**config.mk**
```make
export PLATFORM = sky130hd
export DESIGN_NAME = isl_top
export DESIGN_NICKNAME = d
export VERILOG_FILES = /design/src/isl_pkg.sv /design/src/isl_pin_sync.sv /design/src/isl_top.sv
export SDC_FILE = /design/constraint.sdc
export NUM_CORES = 1
export LEC_CHECK = 0
export BUFFER_PORTS_ARGS = -buffer_cell sky130_fd_sc_hd__buf_2
export CORE_UTILIZATION = 62
export DETAILED_ROUTE_END_ITERATION = 12
export GPL_ROUTABILITY_DRIVEN = 0
export PLACE_DENSITY_LB_ADDON = 0.12
export SLEW_MARGIN = 40
export SYNTH_ARGS = -nofsm -noshare
export SYNTH_HDL_FRONTEND = slang
export SYNTH_SLANG_ARGS = --single-unit
```
**constraint.sdc**
```tcl
create_clock -name pclk -period 2.41 [get_ports pclk]
set_input_delay 0.3615 -clock pclk [delete_from_list [all_inputs] [get_ports pclk]]
set_output_delay 0.3615 -clock pclk [all_outputs]
set_load 0.01 [all_outputs]
```
**src/isl_pkg.sv**
```systemverilog
// constants for the interrupt source logic
// Functional notes
// - external lines detect edges only
// - edge select one rising, zero falling
// - selected edge sets the line flag
// - cleared enable blocks line request
// - flag holds until software clears it
// - enabled line edge wakes idle processor
// - after wake vector when global enabled
// - lines one, two priority in third control
// - line zero always high priority
// - eight-bit mode flags FFh to 00h wrap
// - sixteen-bit mode flags FFFFh to 0000h wrap
// - timer request gated by timer enable
// - timer priority bit in second control
// - enabled port change sets shared flag
// - port flag request gated by its enable
// - per-pin change enable bits gate pins
// - port change priority in second control
// - compare pins with value latched on read
// - output pins excluded from change compare
package isl_pkg;
    // ----------------------------------------
    // register offsets
    // ----------------------------------------
    localparam logic [7:0] OFS_CORE = 8'h00;
    localparam logic [7:0] OFS_CTRL2 = 8'h04;
    localparam logic [7:0] OFS_CTRL3 = 8'h08;
    localparam logic [7:0] OFS_TCON = 8'h0c;
    localparam logic [7:0] OFS_TLOW = 8'h10;
    localparam logic [7:0] OFS_THIGH = 8'h14;
    localparam logic [7:0] OFS_IOC_A = 8'h18;
    localparam logic [7:0] OFS_IOC_B = 8'h1c;
    localparam logic [7:0] OFS_BANK_A = 8'h20;
    localparam logic [7:0] OFS_BANK_B = 8'h24;
    localparam logic [7:0] OFS_PRI2 = 8'h28;
    localparam logic [7:0] OFS_EN2 = 8'h2c;
    localparam logic [7:0] OFS_FLG2 = 8'h30;
    // ----------------------------------------
    // core control fields
    // ----------------------------------------
    localparam int B_GIEH = 7;
    localparam int B_GIEL = 6;
    localparam int B_T0E = 5;
    localparam int B_X0E = 4;
    localparam int B_PCE = 3;
    localparam int B_T0F = 2;
    localparam int B_X0F = 1;
    localparam int B_PCF = 0;
    // second control fields
    localparam int B_EDG0 = 6;
    localparam int B_EDG1 = 5;
    localparam int B_EDG2 = 4;
    localparam int B_T0P = 2;
    localparam int B_PCP = 0;
    // third control fields
    localparam int B_X2P = 7;
    localparam int B_X1P = 6;
    localparam int B_X2E = 4;
    localparam int B_X1E = 3;
    localparam int B_X2F = 1;
    localparam int B_X1F = 0;
    // timer control fields
    localparam int B_TON = 7;
    localparam int B_T8 = 6;
    // ----------------------------------------
    // widths, masks and reset values
    // ----------------------------------------
    localparam int BANK_A_W = 6;
    localparam int BANK_B_W = 8;
    localparam int SYNC_W = 3 + BANK_A_W + BANK_B_W;
    localparam logic [7:0] CORE_RST = 8'h00;
    localparam logic [7:0] CTRL2_RST = 8'h75;
    localparam logic [7:0] CTRL3_RST = 8'hc0;
    localparam logic [7:0] TCON_RST = 8'h40;
    localparam logic [7:0] PRI2_RST = 8'hfa;
    localparam logic [7:0] SEC_MASK = 8'hfa;
    localparam logic [7:0] CTRL2_MASK = 8'h75;
    localparam logic [7:0] CTRL3_MASK = 8'hdb;
    localparam logic [7:0] TCON_MASK = 8'hc0;
endpackage : isl_pkg

```
**src/isl_pin_sync.sv**
```systemverilog
// three-stage pin synchroniser with agreement filter
`timescale 1ns/1ps
module isl_pin_sync #(
    parameter int W = 1
) (
    // clock and reset
    input wire logic pclk,
    input wire logic presetn,
    input wire logic ce,
    // pins
    input wire logic [W-1:0] pin,
    output logic [W-1:0] level
);
    logic [W-1:0] s1_q;
    logic [W-1:0] s2_q;
    logic [W-1:0] s3_q;
    // ----------------------------------------
    // stages
    // ----------------------------------------
    always_ff @(posedge pclk or negedge presetn) begin
        if (!presetn) begin
            s1_q <= '0;
            s2_q <= '0;
            s3_q <= '0;
        end else if (ce) begin
            s1_q <= pin;
            s2_q <= s1_q;
            s3_q <= s2_q;
        end
    end
    // accept a change once stages two and three agree
    always_ff @(posedge pclk or negedge presetn) begin
        if (!presetn) begin
            level <= '0;
        end else if (ce) begin
            level <= (s2_q & ~(s2_q ^ s3_q)) | (level & (s2_q ^ s3_q));
        end
    end
endmodule : isl_pin_sync

```
**src/isl_top.sv**
```systemverilog
// interrupt source logic with apb register access
//
// Register access over APB and the placing of the registers are this design's own decisions.
`timescale 1ns/1ps
module isl_top
    import isl_pkg::*;
(
    // clock, reset, enable
    input wire logic pclk,
    input wire logic presetn,
    input wire logic ce,
    // apb slave
    input wire logic psel,
    input wire logic penable,
    input wire logic pwrite,
    input wire logic [7:0] paddr,
    input wire logic [31:0] pwdata,
    output logic [31:0] prdata,
    output logic pready,
    output logic pslverr,
    // pins
    input wire logic ext_irq_line_0,
    input wire logic ext_irq_line_1,
    input wire logic ext_irq_line_2,
    input wire logic [isl_pkg::BANK_A_W-1:0] first_io_bank,
    input wire logic [isl_pkg::BANK_B_W-1:0] second_io_bank,
    input wire logic [isl_pkg::BANK_A_W-1:0] first_bank_is_input,
    input wire logic [isl_pkg::BANK_B_W-1:0] second_bank_is_input,
    // peripheral events and power state
    input wire logic [7:0] periph_event,
    input wire logic cpu_asleep,
    // requests to the core
    output logic irq_high,
    output logic irq_low,
    output logic cpu_wake
);
    import isl_pkg::*;

    function automatic logic sel(input logic [7:0] a, input logic [7:0] o);
        sel = (a == o);
    endfunction : sel

    logic [7:0] core_interrupt_control_q;
    logic [7:0] second_irq_control_q;
    logic [7:0] third_irq_control_q;
    logic [7:0] tcon_q;
    logic [15:0] timer_zero_count_q;
    logic [7:0] first_port_change_enables_q;
    logic [7:0] second_port_change_enables_q;
    logic [BANK_A_W-1:0] old_a_q;
    logic [BANK_B_W-1:0] old_b_q;
    logic [7:0] secondary_priority_bits_q;
    logic [7:0] secondary_enable_bits_q;
    logic [7:0] secondary_flag_bits_q;
    logic [2:0] ext_prev_q;
    logic [SYNC_W-1:0] sync_level;
    logic [2:0] ext_lvl;
    logic [2:0] edge_sel;
    logic [2:0] ext_hit;
    logic [BANK_A_W-1:0] lvl_a;
    logic [BANK_B_W-1:0] lvl_b;
    logic [BANK_A_W+BANK_B_W-1:0] mismatch;
    logic port_change;
    logic t0_wrap;
    logic acc;
    logic wr;
    logic rd;
    logic mapped;
    logic [7:0] rd_mux;
    logic [5:0] req;
    logic [5:0] pri;
    logic [7:0] sec_req;
    logic any_hi;
    logic any_lo;

    // ----------------------------------------
    // pin synchronisation
    // ----------------------------------------
    isl_pin_sync #(.W(SYNC_W)) u_sync (
        .pclk(pclk),
        .presetn(presetn),
        .ce(ce),
        .pin({second_io_bank, first_io_bank, ext_irq_line_2, ext_irq_line_1,
              ext_irq_line_0}),
        .level(sync_level)
    );
    assign ext_lvl = sync_level[2:0];
    assign lvl_a = sync_level[3 +: BANK_A_W];
    assign lvl_b = sync_level[3+BANK_A_W +: BANK_B_W];

    // ----------------------------------------
    // apb decode
    // ----------------------------------------
    assign acc = psel && penable && ce;
    assign wr = acc && pwrite;
    assign rd = acc && !pwrite;
    assign pready = ce;
    assign mapped = (paddr <= OFS_FLG2) && (paddr[1:0] == 2'b00);
    assign pslverr = acc && !mapped;

    always_comb begin
        rd_mux = 8'h00;
        unique case (paddr)
            OFS_CORE: rd_mux = core_interrupt_control_q;
            OFS_CTRL2: rd_mux = second_irq_control_q;
            OFS_CTRL3: rd_mux = third_irq_control_q;
            OFS_TCON: rd_mux = tcon_q;
            OFS_TLOW: rd_mux = timer_zero_count_q[7:0];
            OFS_THIGH: rd_mux = timer_zero_count_q[15:8];
            OFS_IOC_A: rd_mux = first_port_change_enables_q;
            OFS_IOC_B: rd_mux = second_port_change_enables_q;
            OFS_BANK_A: rd_mux = {2'b00, lvl_a};
            OFS_BANK_B: rd_mux = lvl_b;
            OFS_PRI2: rd_mux = secondary_priority_bits_q;
            OFS_EN2: rd_mux = secondary_enable_bits_q;
            OFS_FLG2: rd_mux = secondary_flag_bits_q;
            default: rd_mux = 8'h00;
        endcase
    end

    // read data captured in the setup cycle
    always_ff @(posedge pclk or negedge presetn) begin
        if (!presetn) begin
            prdata <= 32'h0000_0000;
        end else if (ce && psel && !penable) begin
            prdata <= {24'h00_0000, rd_mux};
        end
    end

    // ----------------------------------------
    // external line edge detection
    // ----------------------------------------
    assign edge_sel = {second_irq_control_q[B_EDG2], second_irq_control_q[B_EDG1],
                       second_irq_control_q[B_EDG0]};
    // rising when select is one, falling otherwise
    assign ext_hit = (edge_sel & ext_lvl & ~ext_prev_q)
                   | (~edge_sel & ~ext_lvl & ext_prev_q);

    always_ff @(posedge pclk or negedge presetn) begin
        if (!presetn) begin
            ext_prev_q <= 3'b000;
        end else if (ce) begin
            ext_prev_q <= ext_lvl;
        end
    end

    // ----------------------------------------
    // port change detection
    // ----------------------------------------
    assign mismatch = ({lvl_b, lvl_a} ^ {old_b_q, old_a_q})
                    & {second_port_change_enables_q[BANK_B_W-1:0],
                       first_port_change_enables_q[BANK_A_W-1:0]}
                    & {second_bank_is_input, first_bank_is_input};
    assign port_change = |mismatch;

    // reading a bank latches its present level
    always_ff @(posedge pclk or negedge presetn) begin
        if (!presetn) begin
            old_a_q <= '0;
            old_b_q <= '0;
        end else begin
            if (rd && sel(paddr, OFS_BANK_A)) begin
                old_a_q <= lvl_a;
            end
            if (rd && sel(paddr, OFS_BANK_B)) begin
                old_b_q <= lvl_b;
            end
        end
    end

    always_ff @(posedge pclk or negedge presetn) begin
        if (!presetn) begin
            first_port_change_enables_q <= 8'h00;
            second_port_change_enables_q <= 8'h00;
        end else if (wr) begin
            if (sel(paddr, OFS_IOC_A)) begin
                first_port_change_enables_q <= {2'b00, pwdata[BANK_A_W-1:0]};
            end
            if (sel(paddr, OFS_IOC_B)) begin
                second_port_change_enables_q <= pwdata[7:0];
            end
        end
    end

    // ----------------------------------------
    // timer zero
    // ----------------------------------------
    assign t0_wrap = ce && tcon_q[B_TON]
                   && !(wr && (sel(paddr, OFS_TLOW) || sel(paddr, OFS_THIGH)))
                   && (tcon_q[B_T8]
                   ? (timer_zero_count_q[7:0] == 8'hff)
                   : (timer_zero_count_q == 16'hffff));

    always_ff @(posedge pclk or negedge presetn) begin
        if (!presetn) begin
            tcon_q <= TCON_RST;
        end else if (wr && sel(paddr, OFS_TCON)) begin
            tcon_q <= pwdata[7:0] & TCON_MASK;
        end
    end

    always_ff @(posedge pclk or negedge presetn) begin
        if (!presetn) begin
            timer_zero_count_q <= 16'h0000;
        end else if (wr && sel(paddr, OFS_TLOW)) begin
            timer_zero_count_q[7:0] <= pwdata[7:0];
        end else if (wr && sel(paddr, OFS_THIGH)) begin
            timer_zero_count_q[15:8] <= pwdata[7:0];
        end else if (ce && tcon_q[B_TON]) begin
            if (tcon_q[B_T8]) begin
                timer_zero_count_q[7:0] <= timer_zero_count_q[7:0] + 8'h01;
            end else begin
                timer_zero_count_q <= timer_zero_count_q + 16'h0001;
            end
        end
    end

    // ----------------------------------------
    // control and flag registers
    // ----------------------------------------
    // hardware set wins over a software clear
    always_ff @(posedge pclk or negedge presetn) begin
        if (!presetn) begin
            core_interrupt_control_q <= CORE_RST;
        end else if (ce) begin
            if (wr && sel(paddr, OFS_CORE)) begin
                core_interrupt_control_q <= pwdata[7:0];
            end
            if (t0_wrap) begin
                core_interrupt_control_q[B_T0F] <= 1'b1;
            end
            if (ext_hit[0]) begin
                core_interrupt_control_q[B_X0F] <= 1'b1;
            end
            if (port_change) begin
                core_interrupt_control_q[B_PCF] <= 1'b1;
            end
        end
    end

    always_ff @(posedge pclk or negedge presetn) begin
        if (!presetn) begin
            second_irq_control_q <= CTRL2_RST;
        end else if (wr && sel(paddr, OFS_CTRL2)) begin
            second_irq_control_q <= pwdata[7:0] & CTRL2_MASK;
        end
    end

    always_ff @(posedge pclk or negedge presetn) begin
        if (!presetn) begin
            third_irq_control_q <= CTRL3_RST;
        end else if (ce) begin
            if (wr && sel(paddr, OFS_CTRL3)) begin
                third_irq_control_q <= pwdata[7:0] & CTRL3_MASK;
            end
            if (ext_hit[1]) begin
                third_irq_control_q[B_X1F] <= 1'b1;
            end
            if (ext_hit[2]) begin
                third_irq_control_q[B_X2F] <= 1'b1;
            end
        end
    end

    always_ff @(posedge pclk or negedge presetn) begin
        if (!presetn) begin
            secondary_priority_bits_q <= PRI2_RST;
            secondary_enable_bits_q <= 8'h00;
            secondary_flag_bits_q <= 8'h00;
        end else if (ce) begin
            if (wr && sel(paddr, OFS_PRI2)) begin
                secondary_priority_bits_q <= pwdata[7:0] & SEC_MASK;
            end
            if (wr && sel(paddr, OFS_EN2)) begin
                secondary_enable_bits_q <= pwdata[7:0] & SEC_MASK;
            end
            secondary_flag_bits_q <= ((wr && sel(paddr, OFS_FLG2))
                                      ? pwdata[7:0] : secondary_flag_bits_q)
                                   & SEC_MASK | (periph_event & SEC_MASK);
        end
    end

    // ----------------------------------------
    // request and priority
    // ----------------------------------------
    // order: line0, line1, line2, timer, port change, secondary
    assign req[0] = core_interrupt_control_q[B_X0F] && core_interrupt_control_q[B_X0E];
    assign req[1] = third_irq_control_q[B_X1F] && third_irq_control_q[B_X1E];
    assign req[2] = third_irq_control_q[B_X2F] && third_irq_control_q[B_X2E];
    assign req[3] = core_interrupt_control_q[B_T0F] && core_interrupt_control_q[B_T0E];
    assign req[4] = core_interrupt_control_q[B_PCF] && core_interrupt_control_q[B_PCE];
    assign req[5] = |sec_req;
    assign sec_req = secondary_flag_bits_q & secondary_enable_bits_q;

    assign pri[0] = 1'b1;
    assign pri[1] = third_irq_control_q[B_X1P];
    assign pri[2] = third_irq_control_q[B_X2P];
    assign pri[3] = second_irq_control_q[B_T0P];
    assign pri[4] = second_irq_control_q[B_PCP];
    assign pri[5] = |(sec_req & secondary_priority_bits_q);

    assign any_hi = |(req[4:0] & pri[4:0]) || pri[5];
    assign any_lo = |(req[4:0] & ~pri[4:0]) || |(sec_req & ~secondary_priority_bits_q);

    // vector on the request when GIEH is set; low requests also need GIEL
    always_ff @(posedge pclk or negedge presetn) begin
        if (!presetn) begin
            irq_high <= 1'b0;
            irq_low <= 1'b0;
            cpu_wake <= 1'b0;
        end else if (ce) begin
            irq_high <= any_hi && core_interrupt_control_q[B_GIEH];
            irq_low <= any_lo && core_interrupt_control_q[B_GIEH]
                    && core_interrupt_control_q[B_GIEL];
            cpu_wake <= cpu_asleep && |req;
        end
    end
endmodule : isl_top

```
==> flow_metrics.env <==
export IMPL_drive_above_1_share_pct=28.9
export IMPL_post_cts_resized=0
export IMPL_final_hold_viol_count=0
export IMPL_synthCells=815
export IMPL_clkPwrFrac_pct=39.8
export IMPL_die_x_um=118
export IMPL_power_density_nw_per_um2=735
export IMPL_dr_first_iter_drc_count=710
export IMPL_required_ps=2050
export IMPL_holdPathStages=2
export IMPL_start_util_pct=63.5
export IMPL_core_um2=13200
export IMPL_cts_buffers=17
export IMPL_root_buffer="clkbuf_16"
export IMPL_grt_pass1_vias=7061
export IMPL_pre_cts_ws_ps=154
export IMPL_cts_clk_slew_worst_paths_ps=60
export IMPL_synth_compound_area_share_pct=13.8
export IMPL_p_sw_share_pct=27.2
export IMPL_ys_types=61
export IMPL_syn_avg_cell_area_um2=10.3
export IMPL_routedWlPerCell_um=21.3
export IMPL_outcome="finished, final reports clean"
export IMPL_hpwlAfterDp_mm=16.1
export IMPL_tns_ps=0
export IMPL_cts_setup_buffers=0
export IMPL_p_comb_share_pct=12.1
export IMPL_rr_worst_depth=6
export IMPL_synth_edf_count=0
export IMPL_layout_cells_non_filler=1086
export IMPL_grt_overflow_total=0
export IMPL_drc=0
export IMPL_yosysSeqAreaShare_pct=49.3
export IMPL_cp_start_kind="input port"
export IMPL_setup_viol=0
export IMPL_slew_headroom_pct=57.4
export IMPL_synth_area_um2=8400
export IMPL_muxShareOfSynthArea_pct=15.1
export IMPL_power_frac_seq_pct=48.1
export IMPL_rsz0062_at_grt="false"
export IMPL_wl_mm=23.1
export IMPL_final_max_slew_violation_count=0
export IMPL_internal_power_mw=5.14
export IMPL_final_common_cell="dfrtp_1"
export IMPL_avgViaCountPerCell=6.48
export IMPL_grt_max_degree=94
export IMPL_cts_hold_repair_buffers=1
export IMPL_setup_ws_ps=222
export IMPL_ir_worst_vdd_v=0.000646
export IMPL_grt_pass1_wl_mm=37.3
export IMPL_die_h_um=118
export IMPL_end_kind="output pin"
export IMPL_tightest_slew_ps=634
export IMPL_synth_top_family_by_area="multiplexers"
export IMPL_fin_skew_ps=9.09
export IMPL_mostFrequentLayoutCells="dfrtp_1, nand2_1, mux2_2"
export IMPL_clock_fmax_ghz=0.457
export IMPL_drv_cap=0
export IMPL_rows=42
export IMPL_synthXorXnorAreaFrac_pct=1.67
export IMPL_io_pins=123
export IMPL_path_max_fanout=10
export IMPL_htree_levels=4
export IMPL_via_count=7036
export IMPL_min_path_type="input port to flip-flop"
export IMPL_critPathKind="input port to output pin"
export IMPL_cts_sinks=165
export IMPL_finalNetCount=984
export IMPL_yosysWarnings=0
export IMPL_ys_seq_elements=165
export IMPL_synth_flop_cell="dfrtp_1"
export IMPL_area_growth_pct=14.3
export IMPL_cp_data_arrival_time_ps=1830
export IMPL_portBuffers=72
export IMPL_min_period_ps=2190
export IMPL_grt_usage_pct=35.2
export IMPL_finalCritPeriodShare_pct=90.8
export IMPL_leakage_nw=4.28
export IMPL_yosys_area_share_simple_pct=14.7
export IMPL_cts_max_path_buffers=2
export IMPL_dr_pass1_iters=8
export IMPL_diodes=0
export IMPL_yosys_area_share_adder_pct=0.149
export IMPL_final_core_util_pct=72.6
export IMPL_async_reset_ff_share_pct=100
export IMPL_dp_cells=1053
export IMPL_cts_tree="done"
export IMPL_antenna_found_initial=0
export IMPL_total_power_mw=7.07
export IMPL_nFillCells=937
export IMPL_clock_latency_ps=430
export IMPL_die_area_um2=14000
export IMPL_postRouteAntennaNets=0
export IMPL_p_sw_mw=1.92
[synthesized netlist by cell type, types with 8 or more instances]
library cell  count  share of area, %
inv_1            27               1.2
dfstp_2          14               4.4
buf_1             9              0.40
clkbuf_1         21              0.94
mux2_2           96                13
o21ai_0          75               4.5
mux2i_1          14               1.7
xnor2_1          15               1.6
a31oi_1           8              0.60
nand4_1          15               1.1
o22ai_1          20               1.5
dfrtp_1         151                45
a21oi_1          42               2.5
buf_4            26               2.3
a2bb2oi_1         8              0.83
nor2_1           20              0.89
nand2_1         108               4.8
nand3_1          36               2.1
nor3_1           11              0.66
[layout make-up]
| class | count | area (um2) | area share [%] |
|---|---|---|---|
| clock buffer | 22 | 464 | 4.83 |
| clock inverter | 10 | 146 | 1.52 |
| inverter | 27 | 101 | 1.05 |
| multi-input combinational | 583 | 3900 | 40.6 |
| sequential | 165 | 4150 | 43.2 |
| tap | 176 | 220 | 2.29 |
| timing repair buffer | 103 | 629 | 6.55 |
[metal layers]
layer,part of all wire [%],global-route usage (%)
met2,46,56.1
met1,39,45.1
met3,9.3,7.77
met4,5.7,19.1
met5,0,0
[through the flow]
stage / cell area (um2) / hold WS, ps
after floorplan: 8490 / 65.9
after global placement: 8990 / 378
after detailed placement: 8990 / 382
after CTS: 9610 / 151
after global routing: 9610 / 156
final: 9610 / 158
[cells by family (layout without fill, tap and decap cells)]
family / after synthesis / after routing
buf+inv: 90 / 162
xor+xnor: 16 / 16
compound gates: 191 / 191
flops: 165 / 165
mux: 112 / 112
simple gates: 239 / 239
other cells: 1 / 24
fa+ha+maj: 1 / 1
[critical path, stage by stage]
cell     delay, ps
buf_2          190
or4_1          670
a31oi_1        370
nor2_1          80
buf_2          150
[worst paths after layout]
| check | start | to | slack (ps) |
|---|---|---|---|
| setup reg to reg | timer_zero_count_q[0]$_DFFE_PN0P_ | timer_zero_count_q[14]$_DFFE_PN0P_ | 270 |
| hold reg to reg | prdata[7]$_DFFE_PN0P_ | prdata[7]$_DFFE_PN0P_ | 480 |
| hold / removal | second_io_bank[3] | u_sync.s1_q[12]$_DFFE_PN0P_ | 160 |
| max in group asynchronous | presetn | u_sync.s3_q[3]$_DFFE_PN0P_ | 1160 |
| setup / recovery | paddr[2] | pslverr | 220 |
| min in group asynchronous | presetn | timer_zero_count_q[3]$_DFFE_PN0P_ | 490 |
[power by group through the flow]
stage          clock network [mW]  logic (mW)  registers (mW)
2_1_floorplan                   0       0.597            3.30
6_report                     2.81       0.853            3.40
3_5_place_dp                    0       0.836            3.43
4_1_cts                      2.84       0.853            3.39
3_3_place_gp                    0       0.794            3.40
5_1_grt                      2.95       0.957            3.43
(Power assumes the default switching activity.)
